<file path="config.mk">
export PLATFORM = sky130hd
export DESIGN_NAME = brx_port
export DESIGN_NICKNAME = d
export VERILOG_FILES = /design/src/hw/brx_pkg.sv /design/src/hw/brx_err_latch.sv /design/src/hw/brx_ahb_slave.sv /design/src/hw/brx_port.sv
export SDC_FILE = /design/constraint.sdc
export NUM_CORES = 1
export LEC_CHECK = 0
export BUFFER_PORTS_ARGS = -buffer_cell sky130_fd_sc_hd__buf_4
export CORE_MARGIN = 1.5
export CORE_UTILIZATION = 51
export DETAILED_ROUTE_END_ITERATION = 12
export PLACE_DENSITY = 0.85
export RECOVER_POWER = 100
export SLEW_MARGIN = 20
export SYNTH_ARGS = -nofsm -noshare
export SYNTH_HDL_FRONTEND = slang
export SYNTH_SLANG_ARGS = --single-unit
export TNS_END_PERCENT = 1
</file>
<file path="constraint.sdc">
create_clock -name hclk -period 4.5 [get_ports hclk]
set_input_delay 0.45 -clock hclk [delete_from_list [all_inputs] [get_ports hclk]]
set_output_delay 0.45 -clock hclk [all_outputs]
set_load 0.005 [all_outputs]
</file>
<file path="src/hw/brx_pkg.sv">
package brx_pkg;
    localparam int DATA_LINES = 10;
    localparam int ERR_BITS = 7;
    localparam int ERR_LINE_LO = 2;
    // error bit index inside the latch; bus line is index plus ERR_LINE_LO
    localparam int EB_OVERFLOW = 0;
    localparam int EB_PARITY = 1;
    localparam int EB_TX_CHECK = 2;
    localparam int EB_BAD_END = 3;
    localparam int EB_LOST_MID = 4;
    localparam int EB_RESTART = 5;
    localparam int EB_DISABLED = 6;
    // register byte offsets
    localparam logic [7:0] OFS_STATUS = 8'h00;
    localparam logic [7:0] OFS_MASK = 8'h04;
    localparam logic [7:0] OFS_CTRL = 8'h08;
    localparam logic [7:0] OFS_ERRCODE = 8'h0C;
    localparam logic [7:0] OFS_DATA = 8'h10;
    // interrupt status bits
    localparam int IRQ_BITS = 3;
    localparam int IB_ERROR = 0;
    localparam int IB_BYTE = 1;
    localparam int IB_MSG_END = 2;
    localparam logic [IRQ_BITS-1:0] MASK_RESET = 3'h0;
    localparam logic CTRL_EN_RESET = 1'b1;
    localparam int ERRCODE_FLAG_BIT = 8;
    localparam int ERRCODE_ACTIVE_BIT = 9;
    localparam int ERRCODE_WAIT_BIT = 10;

    typedef struct packed {
        logic out_sel;   // 1 data, 0 error code
        logic bus_en;    // 1 drive bus
        logic rd_n;      // read strobe, low while reading
    } brx_host_in_t;

    typedef struct packed {
        logic [DATA_LINES-1:0] data;
        logic [DATA_LINES-1:0] oe_n;
    } brx_host_out_t;

    typedef struct packed {
        logic start_seq;
        logic end_ok;
        logic end_bad;
        logic parity_err;
        logic lost_midbit;
        logic rx_disable;
        logic byte_valid;
        logic [DATA_LINES-1:0] byte_data;
    } brx_rx_ev_t;
endpackage

</file>
<file path="src/hw/brx_err_latch.sv">
`timescale 1ns/1ns
module brx_err_latch #(
    parameter int N = 7
) (
    input wire logic hclk,       // clock
    input wire logic hresetn,    // async reset, active low
    input wire logic [N-1:0] set, // error events
    input wire logic clr,        // clear all bits
    output logic [N-1:0] bits    // latched error bits
);
    import brx_pkg::*;
    typedef struct packed {
        logic [N-1:0] bits;
    } brx_el_state_t;
    brx_el_state_t s_reg, s_next;

    initial begin
        if (N < 1) $error("brx_err_latch: N must be at least 1");
    end

    always_comb begin
        s_next = s_reg;
        // set beats clear so an error in the clearing cycle survives
        s_next.bits = (s_reg.bits & ~{N{clr}}) | set;
    end

    always_ff @(posedge hclk or negedge hresetn) begin
        if (!hresetn) begin
            s_reg <= '0;
        end else begin
            s_reg <= s_next;
        end
    end

    assign bits = s_reg.bits;
endmodule // brx_err_latch

</file>
<file path="src/hw/brx_ahb_slave.sv">
`timescale 1ns/1ns
module brx_ahb_slave (
    input wire logic hclk,          // clock
    input wire logic hresetn,       // async reset, active low
    input wire logic hsel,          // slave select
    input wire logic [7:0] haddr,   // byte address
    input wire logic [1:0] htrans,  // transfer type
    input wire logic hwrite,        // write
    input wire logic [2:0] hsize,   // transfer size
    input wire logic [31:0] hwdata, // write data
    input wire logic hready,        // bus ready
    output logic hreadyout,         // always ready
    output logic [31:0] hrdata,     // read data
    output logic hresp,             // always OKAY
    output logic [7:0] rd_addr,     // read address, address phase
    input wire logic [31:0] rd_data,// read value for rd_addr
    output logic wr_en,             // write strobe, data phase
    output logic [7:0] wr_addr,     // write address
    output logic [31:0] wr_data     // write data
);
    import brx_pkg::*;
    typedef struct packed {
        logic wr_pend;
        logic [7:0] wr_addr;
        logic [31:0] rdata;
    } brx_ahb_state_t;
    brx_ahb_state_t s_reg, s_next;
    logic take;

    // only word transfers are decoded; other sizes still complete OKAY
    assign take = hsel && hready && htrans[1] && (hsize == 3'h2);

    always_comb begin
        s_next = s_reg;
        s_next.wr_pend = take && hwrite;
        if (take && hwrite) begin
            s_next.wr_addr = haddr;
        end
        // read value sampled at the address phase edge
        if (take && !hwrite) begin
            s_next.rdata = rd_data;
        end
    end

    always_ff @(posedge hclk or negedge hresetn) begin
        if (!hresetn) begin
            s_reg <= '0;
        end else begin
            s_reg <= s_next;
        end
    end

    assign hreadyout = 1'b1;
    assign hresp = 1'b0;
    assign hrdata = s_reg.rdata;
    assign rd_addr = haddr;
    assign wr_en = s_reg.wr_pend;
    assign wr_addr = s_reg.wr_addr;
    assign wr_data = hwdata;
endmodule // brx_ahb_slave

</file>
<file path="src/hw/brx_port.sv">
// Design decisions made here: the AHB-Lite register port and the address map.
`timescale 1ns/1ns
module brx_port #(
    parameter int DATA_W = 10
) (
    input wire logic hclk,                    // receiver clock, 8x bit rate
    input wire logic hresetn,                 // async reset, active low
    input wire logic hsel,                    // ahb select
    input wire logic [7:0] haddr,             // ahb address
    input wire logic [1:0] htrans,            // ahb transfer type
    input wire logic hwrite,                  // ahb write
    input wire logic [2:0] hsize,             // ahb size
    input wire logic [31:0] hwdata,           // ahb write data
    input wire logic hready,                  // ahb ready in
    output logic hreadyout,                   // ahb ready out
    output logic [31:0] hrdata,               // ahb read data
    output logic hresp,                       // ahb response
    input wire brx_pkg::brx_host_in_t host_in,   // host port controls
    output brx_pkg::brx_host_out_t host_out,     // host port bus
    input wire brx_pkg::brx_rx_ev_t rx_ev,       // receiver path events
    output logic err_flag,                    // any error latched
    output logic msg_active,                  // message in progress
    output logic byte_waiting,                // holding register full
    output logic irq                          // level interrupt
);
    import brx_pkg::*;

    typedef struct packed {
        logic [DATA_LINES-1:0] hold_data;
        logic [DATA_LINES-1:0] pend_data;
        logic hold_full;
        logic pend_full;
        logic msg_active;
        logic rd_n_d;
        logic [IRQ_BITS-1:0] status;
        logic [IRQ_BITS-1:0] mask;
        logic ctrl_en;
    } brx_state_t;

    brx_state_t s_reg, s_next;
    logic [ERR_BITS-1:0] err_set, err_bits;
    logic err_clr, rd_rise, start_ok, ovf, any_err;
    logic [7:0] rd_addr, wr_addr;
    logic [31:0] rd_data, wr_data;
    logic wr_en;
    logic [IRQ_BITS-1:0] irq_ev;
    logic [DATA_LINES-1:0] err_lines;

    initial begin
        if (DATA_W != DATA_LINES) $error("brx_port: DATA_W must equal DATA_LINES");
    end

    brx_ahb_slave u_bus (
        .hclk(hclk),
        .hresetn(hresetn),
        .hsel(hsel),
        .haddr(haddr),
        .htrans(htrans),
        .hwrite(hwrite),
        .hsize(hsize),
        .hwdata(hwdata),
        .hready(hready),
        .hreadyout(hreadyout),
        .hrdata(hrdata),
        .hresp(hresp),
        .rd_addr(rd_addr),
        .rd_data(rd_data),
        .wr_en(wr_en),
        .wr_addr(wr_addr),
        .wr_data(wr_data)
    );

    brx_err_latch #(.N(ERR_BITS)) u_err (
        .hclk(hclk),
        .hresetn(hresetn),
        .set(err_set),
        .clr(err_clr),
        .bits(err_bits)
    );

    assign rd_rise = host_in.rd_n && !s_reg.rd_n_d;
    assign start_ok = rx_ev.start_seq && s_reg.ctrl_en;
    // error read completes on strobe release with error code selected
    assign err_clr = (rd_rise && !host_in.out_sel) || start_ok;

    always_comb begin
        s_next = s_reg;
        err_set = '0;
        ovf = 1'b0;
        s_next.rd_n_d = host_in.rd_n;

        // data read done: free holding register on strobe release
        if (rd_rise && host_in.out_sel) begin
            s_next.hold_full = 1'b0;
        end
        // pending byte moves only while strobe is high; one cycle gap first
        if (!s_reg.hold_full && s_reg.pend_full && host_in.rd_n) begin
            s_next.hold_data = s_reg.pend_data;
            s_next.hold_full = 1'b1;
            s_next.pend_full = 1'b0;
        end

        if (start_ok) begin
            s_next.msg_active = 1'b1;
            err_set[EB_RESTART] = s_reg.hold_full;
        end
        if (rx_ev.end_ok && s_reg.msg_active) begin
            s_next.msg_active = 1'b0;
        end

        if (rx_ev.byte_valid && s_reg.msg_active) begin
            if (s_next.pend_full) begin
                ovf = 1'b1;
            // a holding register freed at this edge still takes its byte via pending,
            // so byte_waiting stays low one full cycle between bytes
            end else if (!s_reg.hold_full && !s_next.hold_full && host_in.rd_n) begin
                s_next.hold_data = rx_ev.byte_data;
                s_next.hold_full = 1'b1;
            end else begin
                s_next.pend_data = rx_ev.byte_data;
                s_next.pend_full = 1'b1;
            end
        end

        err_set[EB_OVERFLOW] = ovf;
        err_set[EB_PARITY] = rx_ev.parity_err && s_reg.msg_active;
        err_set[EB_BAD_END] = rx_ev.end_bad && s_reg.msg_active;
        err_set[EB_LOST_MID] = rx_ev.lost_midbit && s_reg.msg_active;
        err_set[EB_DISABLED] = rx_ev.rx_disable && s_reg.msg_active;
        err_set[EB_TX_CHECK] = err_set[EB_PARITY] || err_set[EB_BAD_END]
            || err_set[EB_LOST_MID];
        any_err = |err_set;

        if (any_err) begin
            s_next.msg_active = 1'b0;
            s_next.hold_full = 1'b0;
            s_next.pend_full = 1'b0;
        end

        irq_ev = '0;
        irq_ev[IB_ERROR] = any_err;
        irq_ev[IB_BYTE] = s_next.hold_full && !s_reg.hold_full;
        irq_ev[IB_MSG_END] = rx_ev.end_ok && s_reg.msg_active && !any_err;

        if (wr_en && wr_addr == OFS_STATUS) begin
            s_next.status = s_reg.status & ~wr_data[IRQ_BITS-1:0];
        end else if (wr_en && wr_addr == OFS_MASK) begin
            s_next.mask = wr_data[IRQ_BITS-1:0];
        end else if (wr_en && wr_addr == OFS_CTRL) begin
            s_next.ctrl_en = wr_data[0];
        end
        // new events win over a write-one clear in the same cycle
        s_next.status = s_next.status | irq_ev;
    end

    always_ff @(posedge hclk or negedge hresetn) begin
        if (!hresetn) begin
            s_reg <= '0;
            s_reg.rd_n_d <= 1'b1;
            s_reg.mask <= MASK_RESET;
            s_reg.ctrl_en <= CTRL_EN_RESET;
        end else begin
            s_reg <= s_next;
        end
    end

    always_comb begin
        rd_data = '0;
        if (rd_addr == OFS_STATUS) begin
            rd_data[IRQ_BITS-1:0] = s_reg.status;
        end else if (rd_addr == OFS_MASK) begin
            rd_data[IRQ_BITS-1:0] = s_reg.mask;
        end else if (rd_addr == OFS_CTRL) begin
            rd_data[0] = s_reg.ctrl_en;
        end else if (rd_addr == OFS_ERRCODE) begin
            rd_data[ERR_BITS-1:0] = err_bits;
            rd_data[ERRCODE_FLAG_BIT] = |err_bits;
            rd_data[ERRCODE_ACTIVE_BIT] = s_reg.msg_active;
            rd_data[ERRCODE_WAIT_BIT] = s_reg.hold_full;
        end else if (rd_addr == OFS_DATA) begin
            rd_data[DATA_LINES-1:0] = s_reg.hold_data;
        end
    end

    always_comb begin
        err_lines = '0;
        err_lines[ERR_LINE_LO +: ERR_BITS] = err_bits;
    end

    // mux and enable are combinational so the host sees select changes at once
    assign host_out.data = !host_in.bus_en ? '0
        : (host_in.out_sel ? s_reg.hold_data : err_lines);
    assign host_out.oe_n = {DATA_LINES{!host_in.bus_en}};

    assign err_flag = |err_bits;
    assign msg_active = s_reg.msg_active;
    assign byte_waiting = s_reg.hold_full;
    assign irq = |(s_reg.status & s_reg.mask);
endmodule // brx_port

</file>
=== Word level (Yosys, flattened, before mapping) ===
Cells that the tools add are included.

* Flip-flop bits (word level): 58
* Latch bits: 0
* RAM bits: 0
* ROM bits: 0
* Input bits: 70
* Output and inout port bits: 58
* Logic and storage cells: 103
* Memories: 0

* Add/sub/neg operators: 0
* Multipliers: 0
* Divide/modulo/power cells: 0
* Order comparisons: 0
* Equality and inequality tests: 7
* Shifts and indexed selects: 0
* Mux-type cells: 29
* Bitwise logic cells: 11
* Reductions and logical operators: 43

{| class="wikitable"
|+ Operators by type and width
! kind !! number
|-
| $mux 10 || 7
|-
| $mux 22 || 2
|-
| $eq 8x4->1 const B || 3
|-
| $logic_and 1x1->1 || 24
|-
| $eq 8x3->1 const B || 2
|-
| $logic_not 8->1 || 2
|-
| $mux 8 || 2
|-
| $reduce_or 7->1 || 2
|-
| $mux 3 || 4
|-
| $mux 1 || 11
|-
| $eq 8x5->1 const B || 1
|-
| $and 7x7->7 || 1
|-
| $logic_not 1->1 || 7
|-
| $mux 7 || 1
|-
| $not 7->7 || 1
|-
| $or 7x7->7 || 1
|-
| $and 3x3->3 || 2
|-
| $reduce_and 3->1 || 2
|-
| $mux 2 || 2
|-
| $not 1->1 || 4
|-
| $eq 3x2->1 const B || 1
|-
| $logic_or 1x1->1 || 3
|-
| $not 3->3 || 1
|-
| $or 3x3->3 || 1
|-
| other kinds (3) || 3
|}

=== Logic depth before layout (Yosys ltp) ===
Gate-level depths: netlist of run 1.

* Depth after elaboration: 14
* Gate-level depth with buffers: 6
* Gate-level depth less buffers: 4

=== Hierarchy ===
From an unflattened synthesis of run 1, not the netlist that was laid out.

* Cell total of the unflattened synthesis: 349
* Area total of the unflattened synthesis: 4008.8 µm²

{| class="wikitable"
|+ Modules (own cells, without submodules)
! module !! instances !! cells each !! area each (µm²) !! seq. area each (µm²)
|-
| brx_ahb_slave || 1 || 132 || 1900.6 || 1026.0
|-
| brx_port || 1 || 202 || 1876.8 || 778.2
|-
| brx_err_latch || 1 || 15 || 231.5 || 175.2
|}

=== Worst setup path after synthesis of run 1 ===
Ideal clock, no wire load.

* Kind: input to register
* Start point: input port hsize[0]
* End point: register u_bus.s_reg, in the netlist u_bus.hrdata[3]
* Library setup time: 0.077 ns
* Arrival: 1.892 ns
* Data required time: 4.423 ns
* Slack: 2.531 ns
* Stages: 5
* Path buffers: 1
* Path through: nand4b_1 > or4b_1 > buf_2 > or4_4 > o21ai_1

* Longest elaborated chain between the ends: 3

{| class="wikitable"
|+ RTL lines
! what !! line !! RTL
|-
| start: declaration || brx_port.sv:12 || <nowiki>input wire logic [2:0] hsize,</nowiki>
|-
| $eq 3x2->1 || brx_ahb_slave.sv:31 || <nowiki>assign take = hsel && hready && htrans[1] && (hsize == 3'h2);</nowiki>
|-
| $logic_and 1x1->1 || brx_ahb_slave.sv:31 ||
|-
| $logic_and 1x1->1 || brx_ahb_slave.sv:40 || <nowiki>if (take && !hwrite) begin</nowiki>
|-
| end signal: assignment || brx_ahb_slave.sv:49 || <nowiki>s_reg <= s_next;</nowiki>
|-
| end: declaration || brx_ahb_slave.sv:27 || <nowiki>brx_ahb_state_t s_reg, s_next;</nowiki>
|}

No other way between the ends.
A chain may end at the register's enable or synchronous reset.

==> results by group, run 1 <==
Status
  – Status: finished, final reports clean

CTS
  – Max clock buf depth: 2
  – Worst skew pair latency: 0.34 ns
  – CTS buffer count: 9
  – CTS tree: done
  – Sink Count: between 50 and 60
  – H-Tree Depth: 3
  – Post-CTS setup buffers: 0
  – Root buf cell: clkbuf_8
  – Resize count post-CTS: 0
  – Clk slew on worst S/H paths: ~0.070 ns
  – Hold-fix buffers, CTS: 0

Synthesis
  – Avg Cell Area, Syn: roughly 11 um2
  – Post-synth cell types: 42
  – Post-synthesis sequential area ratio: ~50%
  – Yosys warns: 0
  – Post-synth top area cell: dfrtp_1
  – Post-synth EDFFs: 0
  – Yosys top cell area share: between 40% and 50%
  – Number of synthesized register bits: 58
  – Synthesized area: around 2900 um2
  – Async S/R FF share, synth: 100%
  – Synth Flop Type: dfrtp_1
  – Cells after Synth: ~280
  – Main area contributors after synthesis: dfrtp_1 (48%), mux2_2 (8.8%), buf_4 (8.2%)

Final layout
  – Share of layout cells above drive strength 1: between 30% and 40%
  – Max reg flops: 29
  – Fillers: 442
  – Area Growth Syn to Fin: 22.3%
  – Nets@finish: 413
  – Diode count: 0

Routing
  – Met1 wire length: approximately 2600 um
  – DR WL/cell: roughly 15 um
  – Total wire length: about 6200 um
  – Vias: 2257
  – DR WL met2: approximately 3000 um
  – Detailed Routing Iterations Pass 1: 4
  – Post-route antenna net violation count: 0
  – Starting DRT DRC Count: ~230
  – Max Used Layer: met4
  – DRC Markers: 0
  – Met3 WL post-DR: about 430 um
  – Vias/cell: around 5.4

Timing
  – Worst-margin pin slew: 1.25 ns
  – Tcrit/Tclk final: about 50%
  – Setup TNS: 0 ns
  – Slew HR: 15.8%
  – Final min period: around 2.3 ns
  – Worst setup margin: between 2 and 2.5 ns
  – Hold Vio Cnt, Final: 0
  – Max-slew violation count: 0
  – Hold_ws: about 0.16 ns
  – RSZ-0062 raised after global routing: no
  – Max frequency: around 440 MHz
  – Setup Viol. Count Final: 0
  – Setup Skew: 0.0107 ns

Critical path
  – CP Launch Point: msg_active$_DFFE_PN0P_
  – CP Class: flop to flop
  – Reg-to-reg startpoint: msg_active$_DFFE_PN0P_
  – Worst Path Arrival: between 2 and 2.5 ns
  – Startpoint Class: flop
  – Crit-path max FO: 11
  – CP endpoint kind: flop
  – Critical Path RT: 4.73 ns

GRT
  – Total GRT Usage: 20.8%
  – Largest net degree at the start of global routing: around 60
  – Vias in the first global route: ~2100
  – Grt ovf: 0
  – Initial antenna violation count: 0
  – First-pass GRT wire length: just under 10000 um

Floorplan
  – Core Rows: 27
  – Starting density of the core: 52.9%
  – Die Y: slightly below 80 um
  – I/O pin total: 128
  – Die area: between 6000 and 7000 um2
  – Die width: around 79 um
  – Core Region: 5540 um2

Placement
  – GP Congestion: approximately 0.83
  – DP HPWL: 4550 um
  – Port bufs: 74
  – Setup WS pre-CTS: 2.13 ns

Hold path
  – Worst min path class: input port to async pin

Pwr
  – Power Density: roughly 460 nW/um2
  – Worst vdd ir: approximately 300 uV
  – Leakage: between 0.0015 and 0.002 uW

Flow run
  – Max Cap Violations: 0
==> worst max-delay path: stages, from the launching register on <==
cell,delay (ns)
dfrtp_1,0.58
nand2_1,0.20
o311ai_0,1.08
a21oi_1,0.08
a21o_1,0.21
==> path summary, 6_finish.rpt <==
check,end,slack [ns],cells after the start
max,s_reg[5]$_DFF_PN0_,2.24,4
min,u_bus.wr_addr[7]$_DFFE_PN0P_,0.16,1
max reg2reg,s_reg[5]$_DFF_PN0_,2.24,4
min reg2reg,u_bus.hrdata[7]$_DFFE_PN0P_,0.48,2
max in group asynchronous,s_reg[4]$_DFF_PN0_,3.88,1
min in group hclk,s_reg[7]$_DFF_PN1_,0.29,1
==> cells in the mapped netlist (3+ instances only) <==
cell type,n
o31ai_1,4
clkbuf_1,7
a21oi_1,16
mux2i_1,18
o21ai_1,6
nor2_1,24
dfrtp_1,56
nand2_1,26
o21ai_0,6
buf_4,32
nand2b_1,4
a22o_1,6
and3_1,3
a22oi_1,6
nand3b_1,4
a21o_1,4
mux2_2,23
==> layer usage <==
metal,vias to the layer above,global-route usage (%)
met2,100,32.7
li1,1069,-
met4,0,11.4
met1,1071,26.1
met5,-,0
met3,17,5.63
==> cells in the final DEF, fill, tap and decap left out, drive strengths merged, types with 2 or more instances in the layout <==
master  netlist  final
nand2b        4      4
clkbuf        7     50
dfstp         2      2
nand3         2      2
a22o          6      6
nor2         24     24
nor3b         2      2
a22oi         6      6
nor4          2      2
inv           2      2
or3           2      2
o21ai        12     12
mux2i        18     18
mux2         23     23
buf          35     37
conb          2     23
a21o          4      4
nand2        26     26
or4           3      3
bufinv        0      2
nand3b        4      4
o31ai         4      4
dfrtp        56     56
a21oi        16     16
and3          3      3
==> through the flow <==
stage                     total power (uW)  area [um2]  util, %  instances
after floorplan                        989        3010        -        300
after global routing                  1740        3590     64.7        419
after global placement                1110        3380     61.0        404
after detailed placement              1140        3380     61.0        404
final                                 1660        3590     64.7        419
after CTS                             1670        3600     64.9        419
==> cell type report <==
type	count	area [um2]	share of cell area, %
Clock inverter	2	60.1	1.67
Inverter	3	11.3	0.314
Tap cell	72	90.1	2.51
Timing Repair Buffer	74	548	15.3
Multi-Input combinational cell	197	1260	35.2
Clock buffer	13	159	4.43
Sequential cell	58	1450	40.5
==> power breakdown <==
part           total, uW  internal [uW]  switching [uW]
combinational        354            202             152
clock                530            339             191
sequential           774            655             119
total               1660           1200             463
==> cell families (layout without fill, tap and decap cells) <==
family	after synthesis	after routing	share of synthesized area, %
AOI/OAI and AO/OA	55	55	12.2
muxes	41	41	15.0
and+or+nand+nor	78	78	13.1
buffers and inverters	45	92	9.90
DFF	58	58	49.6
other	2	23	0.256
Note: power is estimated with default switching activity, not from simulation.
==> inputs of run 2 (changes only) <==
CORE_UTILIZATION = 48   (was 51)
PLACE_DENSITY = 0.81   (was 0.85)
clock period = 2.1 ns   (was 4.5 ns; I/O delays follow)
==> run 2 against run 1 <==
  * Setup slack worse by 2.0 ns
  * Clock power rose by 85%
  * Die area rose by 6.0%
  * Critical endpoint unchanged
  * Largest cell class unchanged
==> results by group, run 2 (synthesis results as in run 1) <==
Status
  – Status: finished, final reports clean

Timing
  – Final min period: roughly 1.9 ns
  – Tcrit/Tclk final: ~90%
  – Setup Viol. Count Final: 0
  – Max-slew violation count: 0
  – Setup Skew: 0.00587 ns
  – Hold Vio Cnt, Final: 0
  – Setup TNS: 0 ns
  – Slew HR: 8.71%
  – Worst-margin pin slew: between 1 and 1.5 ns
  – Max frequency: around 530 MHz
  – RSZ-0062 raised after global routing: no

Routing
  – Vias: between 2000 and 2500
  – Total wire length: around 6200 um
  – DRC Markers: 0
  – Starting DRT DRC Count: ~170
  – Vias/cell: ~5.2
  – Post-route antenna net violation count: 0
  – DR WL/cell: around 14 um
  – Detailed Routing Iterations Pass 1: 4

Final layout
  – Share of layout cells above drive strength 1: 31.4%
  – Area Growth Syn to Fin: 22.1%
  – Commonest non-fill, non-tap cell in the layout: dfrtp_1
  – Post-Layout Cell Count: ~430
  – Max reg flops: 29
  – Nets@finish: approximately 420
  – Commonest non-fill, non-tap cells in the layout: dfrtp_1 (56), buf_4 (38), clkbuf_4 (33), nand2_1 (26), nor2_1 (24)
  – Diode count: 0
  – Fin area: approximately 3600 um2

Pwr
  – Clock power share: approximately 29%
  – Sw Pwr: between 900 and 1000 uW
  – Power Density: roughly 950 nW/um2
  – Sw frac: about 29%
  – Flop pwr share: 48.5%
  – Tot Pwr: approximately 3400 uW
  – Leakage: 0.00173 uW
  – Int Pwr: 2410 uW
  – Comb power frac: roughly 23%
  – Worst vdd ir: about 730 uV

Placement
  – Inst Count DP: slightly above 400
  – GP Congestion: a little under 0.9
  – DP HPWL: ~4700 um
  – Port bufs: 74
  – Placed cell areas: approximately 3400 um2

Critical path
  – Worst Path Arrival: between 2 and 2.5 ns
  – Critical Path RT: 2.32 ns
  – CP Class: flop to flop
  – Startpoint Class: flop
  – CP endpoint kind: flop
  – Crit-path max FO: 3

GRT
  – Vias in the first global route: 2049
  – Largest net degree at the start of global routing: between 50 and 60
  – Total GRT Usage: about a fifth
  – Initial antenna violation count: 0
  – Grt ovf: 0
  – First-pass GRT wire length: between 9000 and 10000 um

Floorplan
  – Core Rows: 28
  – Die Y: 81.2 um
  – Core Region: approximately 5900 um2
  – Die area: between 6000 and 7000 um2
  – I/O pin total: about 130
  – Starting density of the core: about half
  – Die width: 81.2 um

CTS
  – Root buf cell: clkbuf_8
  – CTS tree: done
  – Worst skew pair latency: 0.33 ns
  – CTS buffer count: 9
  – Max clock buf depth: 2
  – Clk slew on worst S/H paths: approximately 0.060 ns
  – Sink Count: 58
  – Hold-fix buffers, CTS: 1
  – Post-CTS setup buffers: 0
  – Resize count post-CTS: 0
  – H-Tree Depth: 3

Flow run
  – Max Cap Violations: 0

Hold path
  – Worst min path class: input port to flop
==> run 2: cell types whose count changed in the layout (fill, tap and decap cells not counted) <==
cell / previous run / this run
clkbuf_2: 0 / 1
clkbuf_8: 11 / 10
dlygate4sd3_1: 0 / 1
buf_4: 37 / 38
clkbuf_4: 35 / 33
clkbuf_1: 4 / 9
bufinv_16: 2 / 1
clkinv_2: 0 / 2
==> run 2: per-layer routing <==
layer	track usage [%]	share of wire (%)	vias to the layer above
met5	0	0	-
met4	10.2	1.1	0
met3	3.37	7.6	8
met2	31.9	49	98
met1	24.1	43	1060
li1	-	-	1077
==> run 2: final timing paths <==
| check | startpoint | endpoint | slack, ns | cells after the start |
|---|---|---|---|---|
| min in group asynchronous | hresetn | u_bus.wr_addr[5]$_DFFE_PN0P_ | 0.72 | 2 |
| hold reg to reg | u_bus.hrdata[0]$_DFFE_PN0P_ | u_bus.hrdata[0]$_DFFE_PN0P_ | 0.47 | 2 |
| setup reg to reg | u_bus.wr_addr[5]$_DFFE_PN0P_ | s_reg[5]$_DFF_PN0_ | 0.21 | 4 |
| hold / removal | host_in[0] | s_reg[7]$_DFF_PN1_ | 0.05 | 1 |
| setup / recovery | u_bus.wr_addr[5]$_DFFE_PN0P_ | s_reg[5]$_DFF_PN0_ | 0.21 | 4 |
| max in group asynchronous | hresetn | s_reg[21]$_DFF_PN0_ | 0.55 | 2 |
==> run 2: area by class of cell <==
type	instances	area (um2)
well taps	75	93.8
clock buffers	12	145
inverters	3	11.3
flip-flops and latches	58	1450
clock inverters	3	40.0
repair buffers	80	574
fillers	532	2340
multi-input cells	197	1260
==> run 2: stage by stage <==
stage	setup WS, ns	utilization, %	hold slack, ns
final	0.212	60.5	0.0490
after global placement	0.297	57.8	0.303
after detailed placement	0.249	57.8	0.314
after global routing	0.143	60.5	0.0565
after CTS	0.239	61.1	0.0133
after floorplan	0.371	-	-0.0856
==> run 2: critical path: stages (launching register included) <==
cell and delay (ns):
dfrtp_1 0.38, or4_1 0.56, nor4_1 0.52, nand2_1 0.12, a21o_1 0.20
==> run 2: power groups by stage <==
stage / clock network, uW / registers [uW] / logic [uW]
final: 980 / 1650 / 773
after global routing: 1040 / 1680 / 861
after CTS: 994 / 1640 / 805
after detailed placement: 0 / 1660 / 802
after global placement: 0 / 1640 / 773
after floorplan: 0 / 1560 / 557
==> inputs of run 3 (changes only) <==
CELL_PAD_IN_SITES_DETAIL_PLACEMENT = 1   (was default)
CELL_PAD_IN_SITES_GLOBAL_PLACEMENT = 1   (was default)
CORE_UTILIZATION = 35   (was 48)
GPL_TIMING_DRIVEN = 0   (was default)
PLACE_DENSITY = default   (was 0.81)
PLACE_DENSITY_LB_ADDON = 0.1   (was default)
==> run 3 against run 2 <==
  * Sequential cell count did not move
  * Combinational power up 6.3%
  * Worst hold slack better by 0.052 ns
  * Sequential share of layout area down 3.4 points
  * Clock power up 13%
  * Clock skew rose by 0.0053 ns
  * Routed wire length rose by 22%
  * Non-clock buffer count is 36 higher
  * Critical path type is now input port to flop
==> results by group, run 3 (synthesis results as in run 1) <==
Pwr
  – Sw frac: 29.5%
  – Sw Pwr: between 1000 and 1500 uW
  – Int Pwr: around 2500 uW
  – Comb power frac: around 23%
  – Leakage: between 0.0015 and 0.002 uW
  – Flop pwr share: a little under half
  – Worst vdd ir: slightly above 400 uV
  – Clock power share: between 30% and 40%
  – Power Density: between 900 and 1000 nW/um2

Critical path
  – Crit-path max FO: 10
  – Worst Path Arrival: 2.22 ns
  – Critical Path RT: between 2 and 2.5 ns
  – Startpoint Class: input port
  – Worst r2r dst: s_reg[24]$_DFF_PN0_
  – CP Class: input port to flop
  – R2R depth: 5
  – CP Launch Point: host_in[0]
  – Crit path to: s_reg[24]$_DFF_PN0_
  – Flop-to-flop setup slack: between 0.1 and 0.15 ns
  – CP endpoint kind: flop
  – Reg-to-reg startpoint: byte_waiting$_DFF_PN0_

Final layout
  – Max reg flops: 29
  – Commonest non-fill, non-tap cells in the layout: buf_4 (69), dfrtp_1 (56), clkbuf_4 (32), nand2_1 (26), nor2_1 (24)
  – Post-Layout Cell Count: between 400 and 500
  – Share of layout cells above drive strength 1: between 30% and 40%
  – Commonest non-fill, non-tap cell in the layout: buf_4
  – Diode count: 0
  – Nets@finish: 455
  – Area Growth Syn to Fin: 33.2%
  – Final core occ: a little under half

Routing
  – Detailed Routing Iterations Pass 1: 4
  – Total wire length: 7540 um
  – DRC Markers: 0
  – Vias/cell: 4.80
  – DR WL/cell: approximately 15 um
  – Starting DRT DRC Count: a little over 80
  – Post-route antenna net violation count: 0
  – Vias: around 2400

Status
  – Status: finished, final reports clean

Timing
  – RSZ-0062 raised after global routing: no
  – Hold_ws: just over 0.1 ns
  – Final min period: 2.02 ns
  – Max-slew violation count: 0
  – Max frequency: around 500 MHz
  – Setup Skew: roughly 0.011 ns
  – Tcrit/Tclk final: slightly below 100%
  – Slew HR: 2.43%
  – Hold Vio Cnt, Final: 0
  – Setup Viol. Count Final: 0
  – Worst-margin pin slew: approximately 1.5 ns

Hold path
  – Hold-critical path depth: 2
  – Worst min path class: input port to flop

GRT
  – First-pass GRT wire length: ~12000 um
  – Grt ovf: 0
  – Initial antenna violation count: 0
  – Total GRT Usage: a little under a fifth
  – Largest net degree at the start of global routing: roughly 60
  – Vias in the first global route: 2389

Placement
  – Port bufs: 73
  – DP HPWL: approximately 5700 um
  – GP Congestion: around 0.75
  – Inst Count DP: 478

CTS
  – CTS buffer count: 9
  – Sink Count: 58
  – CTS tree: done
  – H-Tree Depth: 3
  – Max clock buf depth: 2
  – Worst skew pair latency: 0.35 ns
  – Root buf cell: clkbuf_8
  – Clk slew on worst S/H paths: 0.07 ns

Floorplan
  – Die Y: roughly 95 um
  – Core Region: approximately 8200 um2
  – Die area: 8940 um2
  – I/O pin total: ~130
  – Die width: approximately 95 um
  – Core Rows: 33
  – Starting density of the core: between 30% and 40%

Flow run
  – Max Cap Violations: 0
==> run 3: changes by cell type in the layout (fill, tap and decap cells not counted), sizes merged <==
cell and change:
bufinv +1, buf +31, clkinvlp +1, clkinv +1
clkbuf +2, dlygate4sd3 +1
==> run 3: worst min-delay path by stage <==
stage,from,to
CTS,rx_ev[5],s_reg[16]$_DFFE_PN0P_
floorplan,hresetn,byte_waiting$_DFF_PN0_
global route,rx_ev[3],s_reg[14]$_DFFE_PN0P_
finish,rx_ev[5],s_reg[16]$_DFFE_PN0P_
detailed placement,hresetn,u_bus.hrdata[10]$_DFFE_PN0P_
global placement,hresetn,u_bus.hrdata[8]$_DFFE_PN0P_
==> run 3: layout make-up <==
| cell class | instances | area, um2 |
|---|---|---|
| Buffer | 41 | 275 |
| Clock inverter | 6 | 82.6 |
| Clock buffer | 10 | 128 |
| Fill cell | 968 | 4270 |
| Multi-Input combinational cell | 197 | 1270 |
| Sequential cell | 58 | 1450 |
| Timing Repair Buffer | 75 | 554 |
| Inverter | 3 | 11.3 |
| Tap cell | 105 | 131 |
==> run 3: power groups by stage <==
stage | logic [uW] | registers, uW | clock network, uW
3_3_place_gp | 820 | 1660 | 0
3_5_place_dp | 846 | 1680 | 0
5_1_grt | 923 | 1700 | 1190
2_1_floorplan | 557 | 1560 | 0
6_report | 822 | 1670 | 1110
4_1_cts | 861 | 1660 | 1140
==> run 3: worst max-delay path, stage by stage <==
cell and delay, ns:
dlygate4sd3_1 0.54, buf_4 0.15, nor2b_1 0.16, nand2_1 0.21, clkbuf_1 0.59, mux2i_1 0.25
a21oi_1 0.09
==> run 3: timing repair <==
action,CTS,global route
hold buffers,2,0
hold endpoints to repair,57,0
endpoints found under the setup margin,1,22
gates resized for setup,1,2
buffers inserted,0,0
==> run 3: stage by stage <==
step	TNS, ns	area, um2	worst slack (ns)	power, uW
2_1_floorplan	0	3010	0.371	2120
3_3_place_gp	-0.0785	3690	-0.0785	2480
3_5_place_dp	-0.103	3690	-0.103	2520
4_1_cts	0	3930	0.00364	3660
5_1_grt	0	3910	0.0189	3810
6_report	0	3910	0.0764	3600
==> run 3: routing by layer <==
layer / routed length [um] / share of wire, % / global-route usage (%) / vias up
met5: 0 / 0 / 0 / -
met4: 88 / 1.2 / 6.09 / 0
met3: 427 / 5.7 / 5.31 / 10
met2: 3660 / 49 / 30.2 / 70
met1: 3370 / 45 / 23.2 / 1152
li1: - / - / - / 1145
